[src/verilog/plc_blocks_pkg.sv]
package plc_blocks_pkg;

    // register map, word index on a 4-bit address port
    localparam logic [3:0] REG_CTRL = 4'h0;
    localparam logic [3:0] REG_TT_MAP = 4'h1;
    localparam logic [3:0] REG_TIME = 4'h2;
    localparam logic [3:0] REG_TIME_CENTI = 4'h3;
    localparam logic [3:0] REG_STATUS = 4'h4;

    // control register fields
    localparam int CTRL_NAND_USED_LSB = 0;
    localparam int CTRL_NOR_USED_LSB = 4;
    localparam int CTRL_TT_USED_LSB = 8;
    localparam int CTRL_POLARITY_BIT = 12;

    // time register fields
    localparam int TIME_LO_LSB = 0;
    localparam int TIME_HI_LSB = 8;
    localparam int TIME_BASE_LSB = 16;

    // status register fields
    localparam int STAT_NAND_BIT = 0;
    localparam int STAT_NOR_BIT = 1;
    localparam int STAT_NOT_BIT = 2;
    localparam int STAT_TT_BIT = 3;
    localparam int STAT_SF_BIT = 4;
    localparam int STAT_SF_ON_BIT = 5;
    localparam int STAT_ELAPSED_LSB = 16;

    // reset values
    localparam logic [3:0] NAND_USED_RST = 4'hf;
    localparam logic [3:0] NOR_USED_RST = 4'hf;
    localparam logic [3:0] TT_USED_RST = 4'h0;
    localparam logic [15:0] TT_MAP_RST = 16'h0000;
    localparam logic [17:0] TIME_RST = 18'h00000;
    localparam logic [3:0] NAND_PREV_RST = 4'h0;

    // time bases and unit ratios
    localparam logic [1:0] TB_SECONDS = 2'h0;
    localparam logic [1:0] TB_MINUTES = 2'h1;
    localparam logic [1:0] TB_HOURS = 2'h2;
    localparam logic [31:0] CENTI_PER_SEC = 32'h00000064;
    localparam logic [31:0] SEC_PER_MIN = 32'h0000003c;
    localparam logic [31:0] MIN_PER_HOUR = 32'h0000003c;

    typedef enum logic {SF_OFF, SF_ON} sf_state_t;

    // per program cycle input levels
    typedef struct packed {
        logic [3:0] nand_in;
        logic [3:0] nor_in;
        logic not_in;
        logic [3:0] tt_in;
    } logic_in_t;

    // special-function control inputs
    typedef struct packed {
        logic set;
        logic rst;
        logic en;
        logic inv;
        logic ral;
    } sf_ctrl_t;

    typedef struct packed {
        logic nand_out;
        logic nor_out;
        logic not_out;
        logic tt_out;
        logic sf_out;
    } logic_out_t;

endpackage : plc_blocks_pkg

[src/verilog/plc_basic_logic_blocks.sv]
// Function
// - edge nand fires when all-high turns low
// - edge pulse one cycle, then low
// - unused edge nand inputs read one
// - nor is one only if all zero
// - unused nor inputs read zero
// - not block complements its input
// - four-input table, input one is lsb
// - unconnected table inputs select as zero
// - table writable once input connected, reachable only
// - polarity chooses table value or inverse
// - set drives special-function output high
// - reset clears output, overrides every input
// - enable low ignores set and invert; reset and reset-all still act
// - invert complements the normal output
// - reset-all clears every internal value
// - time base selects units of timer parameter
//
// The placing of the registers and the address-and-strobe port were decided locally.
`timescale 1ns/1ns
module plc_basic_logic_blocks (
    // clock and reset
    input wire logic clk_i,
    input wire logic nrst_i,
    // program cycle tick and block inputs
    input wire logic tick_i,
    input wire plc_blocks_pkg::logic_in_t blk_i,
    input wire plc_blocks_pkg::sf_ctrl_t sf_i,
    // register port
    input wire logic [3:0] addr_i,
    input wire logic [31:0] wdata_i,
    input wire logic wr_i,
    input wire logic rd_i,
    output logic [31:0] rdata_o,
    // block outputs
    output plc_blocks_pkg::logic_out_t out_o
);

    ////////////////////////////////////////////////////////////////////////
    // functions

    // table entries whose index needs only connected inputs
    function automatic logic [15:0] reachable_mask(input logic [3:0] used);
        logic [15:0] m;
        m = 16'h0000;
        for (int i = 0; i < 16; i++)
        begin
            m[i] = ((4'(i) & ~used) == 4'h0);
        end
        return m;
    endfunction : reachable_mask

    // timer parameter to hundredths of a second
    function automatic logic [31:0] time_to_centi(input logic [17:0] t);
        logic [31:0] hi;
        logic [31:0] lo;
        logic [31:0] r;
        hi = {24'h000000, t[plc_blocks_pkg::TIME_HI_LSB +: 8]};
        lo = {24'h000000, t[plc_blocks_pkg::TIME_LO_LSB +: 8]};
        case (t[plc_blocks_pkg::TIME_BASE_LSB +: 2])
            plc_blocks_pkg::TB_SECONDS:
                r = 32'(hi * plc_blocks_pkg::CENTI_PER_SEC + lo);
            plc_blocks_pkg::TB_MINUTES:
                r = 32'((hi * plc_blocks_pkg::SEC_PER_MIN + lo) * plc_blocks_pkg::CENTI_PER_SEC);
            plc_blocks_pkg::TB_HOURS:
                r = 32'((hi * plc_blocks_pkg::MIN_PER_HOUR + lo) * plc_blocks_pkg::SEC_PER_MIN
                    * plc_blocks_pkg::CENTI_PER_SEC);
            default:
                r = 32'h00000000;
        endcase
        return r;
    endfunction : time_to_centi

    ////////////////////////////////////////////////////////////////////////
    // reset release

    logic rst_meta_q;
    logic rst_n_q;

    // release through two flops, assert at once
    always_ff @(posedge clk_i or negedge nrst_i)
    begin
        if (!nrst_i)
        begin
            rst_meta_q <= 1'b0;
            rst_n_q <= 1'b0;
        end
        else
        begin
            rst_meta_q <= 1'b1;
            rst_n_q <= rst_meta_q;
        end
    end

    ////////////////////////////////////////////////////////////////////////
    // state

    typedef struct packed {
        logic [3:0] nand_used;
        logic [3:0] nor_used;
        logic [3:0] tt_used;
        logic polarity;
        logic [15:0] tt_map;
        logic [17:0] time_par;
        logic [3:0] nand_prev;
        logic nand_out;
        logic nor_out;
        logic not_out;
        logic tt_out;
        plc_blocks_pkg::sf_state_t sf_state;
        logic sf_inv;
        logic sf_out;
        logic [15:0] sf_elapsed;
        logic [31:0] rdata;
    } state_t;

    localparam state_t STATE_RST = '{
        nand_used: plc_blocks_pkg::NAND_USED_RST,
        nor_used: plc_blocks_pkg::NOR_USED_RST,
        tt_used: plc_blocks_pkg::TT_USED_RST,
        polarity: 1'b0,
        tt_map: plc_blocks_pkg::TT_MAP_RST,
        time_par: plc_blocks_pkg::TIME_RST,
        nand_prev: plc_blocks_pkg::NAND_PREV_RST,
        nand_out: 1'b0,
        nor_out: 1'b0,
        not_out: 1'b0,
        tt_out: 1'b0,
        sf_state: plc_blocks_pkg::SF_OFF,
        sf_inv: 1'b0,
        sf_out: 1'b0,
        sf_elapsed: 16'h0000,
        rdata: 32'h00000000
    };

    state_t s_q;
    state_t s_d;
    logic [3:0] nand_eff;
    logic [3:0] tt_idx;
    logic [15:0] tt_mask;

    ////////////////////////////////////////////////////////////////////////
    // next state

    always_comb
    begin
        s_d = s_q;
        s_d.rdata = 32'h00000000;
        nand_eff = blk_i.nand_in | ~s_q.nand_used;
        tt_idx = blk_i.tt_in & s_q.tt_used;
        tt_mask = reachable_mask(s_q.tt_used);

        // register writes
        if (wr_i)
        begin
            case (addr_i)
                plc_blocks_pkg::REG_CTRL:
                begin
                    s_d.nand_used = wdata_i[plc_blocks_pkg::CTRL_NAND_USED_LSB +: 4];
                    s_d.nor_used = wdata_i[plc_blocks_pkg::CTRL_NOR_USED_LSB +: 4];
                    s_d.tt_used = wdata_i[plc_blocks_pkg::CTRL_TT_USED_LSB +: 4];
                    s_d.polarity = wdata_i[plc_blocks_pkg::CTRL_POLARITY_BIT];
                end
                plc_blocks_pkg::REG_TT_MAP:
                begin
                    if (|s_q.tt_used)
                    begin
                        s_d.tt_map = (s_q.tt_map & ~tt_mask) | (wdata_i[15:0] & tt_mask);
                    end
                end
                plc_blocks_pkg::REG_TIME:
                begin
                    s_d.time_par = wdata_i[17:0];
                end
                default:
                begin
                    s_d.time_par = s_q.time_par;
                end
            endcase
        end

        // register reads, unmapped words read zero
        if (rd_i)
        begin
            case (addr_i)
                plc_blocks_pkg::REG_CTRL:
                begin
                    s_d.rdata[plc_blocks_pkg::CTRL_NAND_USED_LSB +: 4] = s_q.nand_used;
                    s_d.rdata[plc_blocks_pkg::CTRL_NOR_USED_LSB +: 4] = s_q.nor_used;
                    s_d.rdata[plc_blocks_pkg::CTRL_TT_USED_LSB +: 4] = s_q.tt_used;
                    s_d.rdata[plc_blocks_pkg::CTRL_POLARITY_BIT] = s_q.polarity;
                end
                plc_blocks_pkg::REG_TT_MAP:
                begin
                    s_d.rdata[15:0] = s_q.tt_map;
                end
                plc_blocks_pkg::REG_TIME:
                begin
                    s_d.rdata[17:0] = s_q.time_par;
                end
                plc_blocks_pkg::REG_TIME_CENTI:
                begin
                    s_d.rdata = time_to_centi(s_q.time_par);
                end
                plc_blocks_pkg::REG_STATUS:
                begin
                    s_d.rdata[plc_blocks_pkg::STAT_NAND_BIT] = s_q.nand_out;
                    s_d.rdata[plc_blocks_pkg::STAT_NOR_BIT] = s_q.nor_out;
                    s_d.rdata[plc_blocks_pkg::STAT_NOT_BIT] = s_q.not_out;
                    s_d.rdata[plc_blocks_pkg::STAT_TT_BIT] = s_q.tt_out;
                    s_d.rdata[plc_blocks_pkg::STAT_SF_BIT] = s_q.sf_out;
                    s_d.rdata[plc_blocks_pkg::STAT_SF_ON_BIT] =
                        (s_q.sf_state == plc_blocks_pkg::SF_ON);
                    s_d.rdata[plc_blocks_pkg::STAT_ELAPSED_LSB +: 16] = s_q.sf_elapsed;
                end
                default:
                begin
                    s_d.rdata = 32'h00000000;
                end
            endcase
        end

        if (tick_i)
        begin
            s_d.nand_prev = nand_eff;
            s_d.nand_out = (&s_q.nand_prev) & ~(&nand_eff) & ~s_q.nand_out;
            s_d.nor_out = ~|(blk_i.nor_in & s_q.nor_used);
            s_d.not_out = ~blk_i.not_in;
            s_d.tt_out = s_q.tt_map[tt_idx] ^ s_q.polarity;

            // reset and reset-all act even with enable low
            if (sf_i.ral)
            begin
                s_d.sf_state = plc_blocks_pkg::SF_OFF;
                s_d.sf_elapsed = 16'h0000;
                s_d.sf_inv = 1'b0;
            end
            else if (sf_i.rst)
            begin
                s_d.sf_state = plc_blocks_pkg::SF_OFF;
            end
            else if (sf_i.en)
            begin
                s_d.sf_inv = sf_i.inv;
                case (s_q.sf_state)
                    plc_blocks_pkg::SF_OFF:
                    begin
                        if (sf_i.set)
                        begin
                            s_d.sf_state = plc_blocks_pkg::SF_ON;
                        end
                    end
                    plc_blocks_pkg::SF_ON:
                    begin
                        // saturates rather than wrap back to zero
                        if (~&s_q.sf_elapsed)
                        begin
                            s_d.sf_elapsed = 16'(s_q.sf_elapsed + 16'h0001);
                        end
                    end
                    default:
                    begin
                        s_d.sf_state = plc_blocks_pkg::SF_OFF;
                    end
                endcase
            end
            if (sf_i.rst || sf_i.ral)
            begin
                s_d.sf_out = 1'b0;
            end
            else
            begin
                s_d.sf_out = (s_d.sf_state == plc_blocks_pkg::SF_ON) ^ s_d.sf_inv;
            end
        end
    end

    ////////////////////////////////////////////////////////////////////////
    // registers

    always_ff @(posedge clk_i or negedge rst_n_q)
    begin
        if (!rst_n_q)
        begin
            s_q <= STATE_RST;
        end
        else
        begin
            s_q <= s_d;
        end
    end

    assign rdata_o = s_q.rdata;
    assign out_o.nand_out = s_q.nand_out;
    assign out_o.nor_out = s_q.nor_out;
    assign out_o.not_out = s_q.not_out;
    assign out_o.tt_out = s_q.tt_out;
    assign out_o.sf_out = s_q.sf_out;

endmodule : plc_basic_logic_blocks

[config.mk]
export PLATFORM = sky130hd
export DESIGN_NAME = plc_basic_logic_blocks
export DESIGN_NICKNAME = d
export VERILOG_FILES = /design/src/verilog/plc_blocks_pkg.sv /design/src/verilog/plc_basic_logic_blocks.sv
export SDC_FILE = /design/constraint.sdc
export NUM_CORES = 1
export LEC_CHECK = 0
export BUFFER_PORTS_ARGS = -buffer_cell sky130_fd_sc_hd__buf_2
export CAP_MARGIN = 20
export CORE_UTILIZATION = 55
export DETAILED_ROUTE_END_ITERATION = 6
export GPL_TIMING_DRIVEN = 0
export PLACE_DENSITY = 0.77
export REMOVE_ABC_BUFFERS = 1
export SYNTH_ARGS = -nofsm -noshare
export SYNTH_HDL_FRONTEND = slang
export SYNTH_SLANG_ARGS = --single-unit
[constraint.sdc]
create_clock -name clk_i -period 3.2 [get_ports clk_i]
set_input_delay 0.48 -clock clk_i [delete_from_list [all_inputs] [get_ports clk_i]]
set_output_delay 0.48 -clock clk_i [all_outputs]
set_load 0.02 [all_outputs]
# After elaboration in Yosys (flattened, before gate mapping)
# Index checks and enable logic that the tools add are counted.
word_totals:
  ram_bits: 0
  word_cells: 103
  latch_bits: 0
  mem_bits_ro: 0
  n_memories: 0
  ff_bits: 108
op_classes:
  muxes: 22
  bitwise_logic: 16
  div_mod_pow: 0
  mul: 5
  n_lt_le_gt_ge: 1
  n_addsub: 3
  shifts: 0
  eq_ne: 8
  n_reduce_logical: 30
ops:
  columns: ["op", "count"]
  rows:
  - ["32-bit one-hot mux with 3 select lines", 1]
  - ["16-bit 2-to-1 mux", 5]
  - ["4-bit logical NOT", 16]
  - ["16-bit AND", 2]
  - ["32-bit by 5-bit multiplier with 30-bit output, second input constant", 1]
  - ["32-bit 2-to-1 mux", 1]
  - ["6-bit one-hot mux with 5 select lines", 1]
  - ["14-bit one-hot mux with 2 select lines", 1]
  - ["7-bit one-hot mux with 4 select lines", 1]
  - ["19-bit by 5-bit multiplier with 24-bit output, second input constant", 1]
  - ["15-bit by 4-bit multiplier with 19-bit output, second input constant", 1]
  - ["15-bit by 8-bit adder with 16-bit output", 1]
  - ["16-bit by 1-bit adder with 16-bit output, second input constant", 1]
  - ["16-bit inverter", 1]
  - ["16-bit OR", 1]
  - ["16-bit AND reduction", 1]
  - ["14-bit by 8-bit adder with 15-bit output", 1]
  - ["8-bit by 5-bit multiplier with 13-bit output, second input constant", 1]
  - ["8-bit by 4-bit multiplier with 12-bit output, second input constant", 1]
  - ["3-bit one-hot mux with 3 select lines", 1]
  - ["4-bit AND", 2]
  - ["4-bit by 2-bit equality test with 1-bit output, second input constant", 2]
  - ["4-bit inverter", 2]
  - ["4-bit AND reduction", 2]
  - ["other kinds (22)", 37]

# Logic depth before layout (Yosys ltp)
depth:
  ltp_word: 8
  ltp_mapped: 36

# Worst setup path after synthesis
# OpenSTA, ideal clock, no wires.
synth_timing:
  path_type: "register -> register"
  start: "register s_q[68] (netlist name)"
  end: "register s_q (netlist bit rdata_o[27])"
  arrival_time_ps: 8303
  synth_period_minus_slack_ps: 8430
  n_path_buf: 0
  path_stages_with_launch: 34
  required_ps: 3074
  slack_ps: -5230
  cell_sequence: "dfrtp_1 -> fa_1 -> fa_1 -> ha_1 -> a21o_1 -> a21oi_1 -> xnor2_1 -> ha_1 -> o21ai_0 -> nand2_1 -> o311ai_2 -> xnor2_1 -> inv_1 -> fa_1 -> fa_1 -> inv_1 -> ha_1 -> and4_1 -> o21ai_0 -> a21bo_2 -> nor2b_1 -> o21ai_0 -> xor2_1 -> ha_1 -> ha_1 -> inv_1 -> fa_1 -> inv_1 -> ha_1 -> and2_1 -> o21ai_0 -> nand2_1 -> and3_1 -> a311o_1"
synth_lines:
  columns: ["item", "line_no", "rtl"]
  rows:
  - ["from (decl)", "plc_basic_logic_blocks.sv:136", "state_t s_q;"]
  - ["from (signal assigned)", "plc_basic_logic_blocks.sv:285", "s_q <= STATE_RST;"]
  - ["from (signal assigned)", "plc_basic_logic_blocks.sv:289", "s_q <= s_d;"]

==> out/qor.yml <==
routing:
  drt_pass1_iterations: 7
  drt-total-wl_um: 35500
  vias: 10600
  wl_per_cell_um: 20.8
  drc: 0
  drt_iter0_markers: 799
  avgViaCountPerCell: 6.21
  ant_nets: 0
timing:
  rsz0062_at_grt: "yes"
  final-max-slew-violation-count: 0
  setup_viol: 22
  worst_pin_slew_ns: 0.922
  clock-skew-final_ns: 0.0145
  period_needed_ns: 8.24
  fmax_mhz: 121
  tns_ns: -83.25
  fin_ws_ns: -5.04
  finalCritPeriodShare: 2.58
  hold_viol: 0
  relSlewSlack: 0.384
cells_and_area:
  drive_gt1_frac: 0.331
  n_antenna_cell: 0
  mostFrequentLayoutCells: "134 x ha_1, 117 x inv_1, 93 x dfrtp_1, 81 x buf_2, 80 x buf_4"
  synthToLayoutAreaGrowth_pct: 24.5
  nets: 1725
  finalNonFillerCells: 1704
  final_common_cell: "ha_1"
die:
  core_um2: 21800
  fp.dieH_um: 151
  start_util: 0.559
  die-area_um2: 22700
  io_pins: 96
  die_w_um: 151
  fp-row-count: 54
logic_synthesis:
  ys.flop_type: "dfrtp_1"
  yosys-top-cells-area: "dfrtp_1 21%, ha_1 19%, fa_1 11%"
  netlist_area_um2: 12200
  yosysTopAreaCell: "dfrtp_1"
  synth_seq_cells: 108
  syn_avg_cell_area_um2: 9.41
  async_flop_share: 1.00
  synth_top_cell_area_share: 0.206
  ys_seq_area_frac: 0.223
  synth_edf_count: 0
  synth_cell_types: 81
  yosys_warnings: 0
  postSynthCellCount: 1292
global_route:
  grt_pass1_vias: 10500
  antenna_found_initial: 0
  grt_usage: 0.296
  grt_start_max_net_pins: 67
  grt_pass1_wl_um: 52300
  gr-total-overflow: 0
worst_hold_path:
  holdCritPathClass: "input pin to register"
cts:
  clkTransAtPathRegs_ns: 0.09
  cts_tree: "yes"
  h-tree-depth: 3
  clock_path_buffers: 2
  numCtsBuffers: 9
  cts.sinks: 108
  root_buffer: "clkbuf_16"
  clock_latency_ns: 0.36
job:
  drv_cap: 0
status:
  status: "finished with violations"
  violations: "setup timing"
place:
  dp.cells: 1589
  dpl.hpwl_um: 21800
  preCtsSetupSlack_ns: -6.23
  gp_congestion: 0.890
  placement.io_buffers: 81
worst_setup_path:
  slowest_delay_ns: 0.59
  startpoint_type: "register"
  crit_slowest_cell: "fa_1"
  crit_path_end_kind: "register"
  cp.arrival_ns: 8.47
  critPathKind: "register to register"
  crit_fanout: 4
  cp.required_ns: 3.43
critical path: cells and delay by family, from the launching register on:
family,cells,cell delay (ns)
AOI/OAI and AO/OA,10,1.89
xor gates and xnor gates,3,0.54
DFF,1,0.44
adders and majority gates,11,4.35
buffers and inverters,5,0.34
and+or+nand+nor,4,0.56
logic make-up (layout without fill, tap and decap cells):
group	after synthesis	count (layout)	synth area share
mux	72	72	0.0682
compound gates	268	268	0.146
flops	108	108	0.223
simple gates	295	295	0.121
fa+ha+maj	247	247	0.295
other cells	1	1	0.000308
xor+xnor	93	93	0.0704
buf+inv	208	340	0.0761
worst paths after layout:
path / startpoint / endpoint / slack [ns] / cells after the start
min in group asynchronous: rst_n_q / rdata_o[30] / 0.33 / 0
max reg2reg: s_q[67] / rdata_o[27] / -5.04 / 33
min reg2reg: rst_n_q / rdata_o[30] / 0.33 / 0
min: blk_i[4] / out_o[2] / 0.29 / 2
max: s_q[67] / rdata_o[27] / -5.04 / 33
max in group asynchronous: rst_n_q / s_q[98] / 2.12 / 1
cells in the mapped netlist (all sizes together) (13+ instances only):
cell,instances
ha,181
inv,143
dfrtp,100
nor2,78
a21oi,70
nand2,69
fa,66
xnor2,56
o21ai,54
mux2,47
buf,46
xor2,37
nor2b,30
nand3,26
a21o,25
mux2i,21
clkbuf,19
o21a,19
nand4,15
nand2b,14
nor3,14
a22oi,13
repair_timing:
action | 4_1_cts | 5_1_grt
hold buffers | 1 | 0
endpoints found under the setup margin | 22 | 22
cloned | 0 | 0
hold endpoints to repair | 2 | 0
setup buffers | 75 | 24
pin swaps | 147 | 50
gates resized for setup | 222 | 55
cell type report:
type | count | area, um^2
Multi-Input combinational cell | 976 | 9940
Timing Repair Buffer | 181 | 1250
Clock inverter | 7 | 92.6
Fill cell | 1431 | 6620
Clock buffer | 9 | 225
Inverter | 143 | 544
Tap cell | 280 | 350
Sequential cell | 108 | 2720
stage by stage:
stage / hold WS (ns) / utilization / cell area [um^2]
after floorplan: 0.184 / - / 11800
after global placement: 0.265 / 0.576 / 12500
after detailed placement: 0.268 / 0.577 / 12600
after CTS: 0.290 / 0.673 / 14600
after global routing: 0.300 / 0.696 / 15100
final: 0.292 / 0.696 / 15100
layer usage:
layer | track usage | part of all wire | up-vias
met5 | 0 | 0 | -
met1 | 0.354 | 0.37 | 5177
met2 | 0.525 | 0.51 | 536
li1 | - | - | 4721
met4 | 0.127 | 0.054 | 0
met3 | 0.0458 | 0.064 | 155
Power is left out: the tool's default activity adds up to more than one toggle a clock period on the data nets, which glitch-free logic cannot reach.
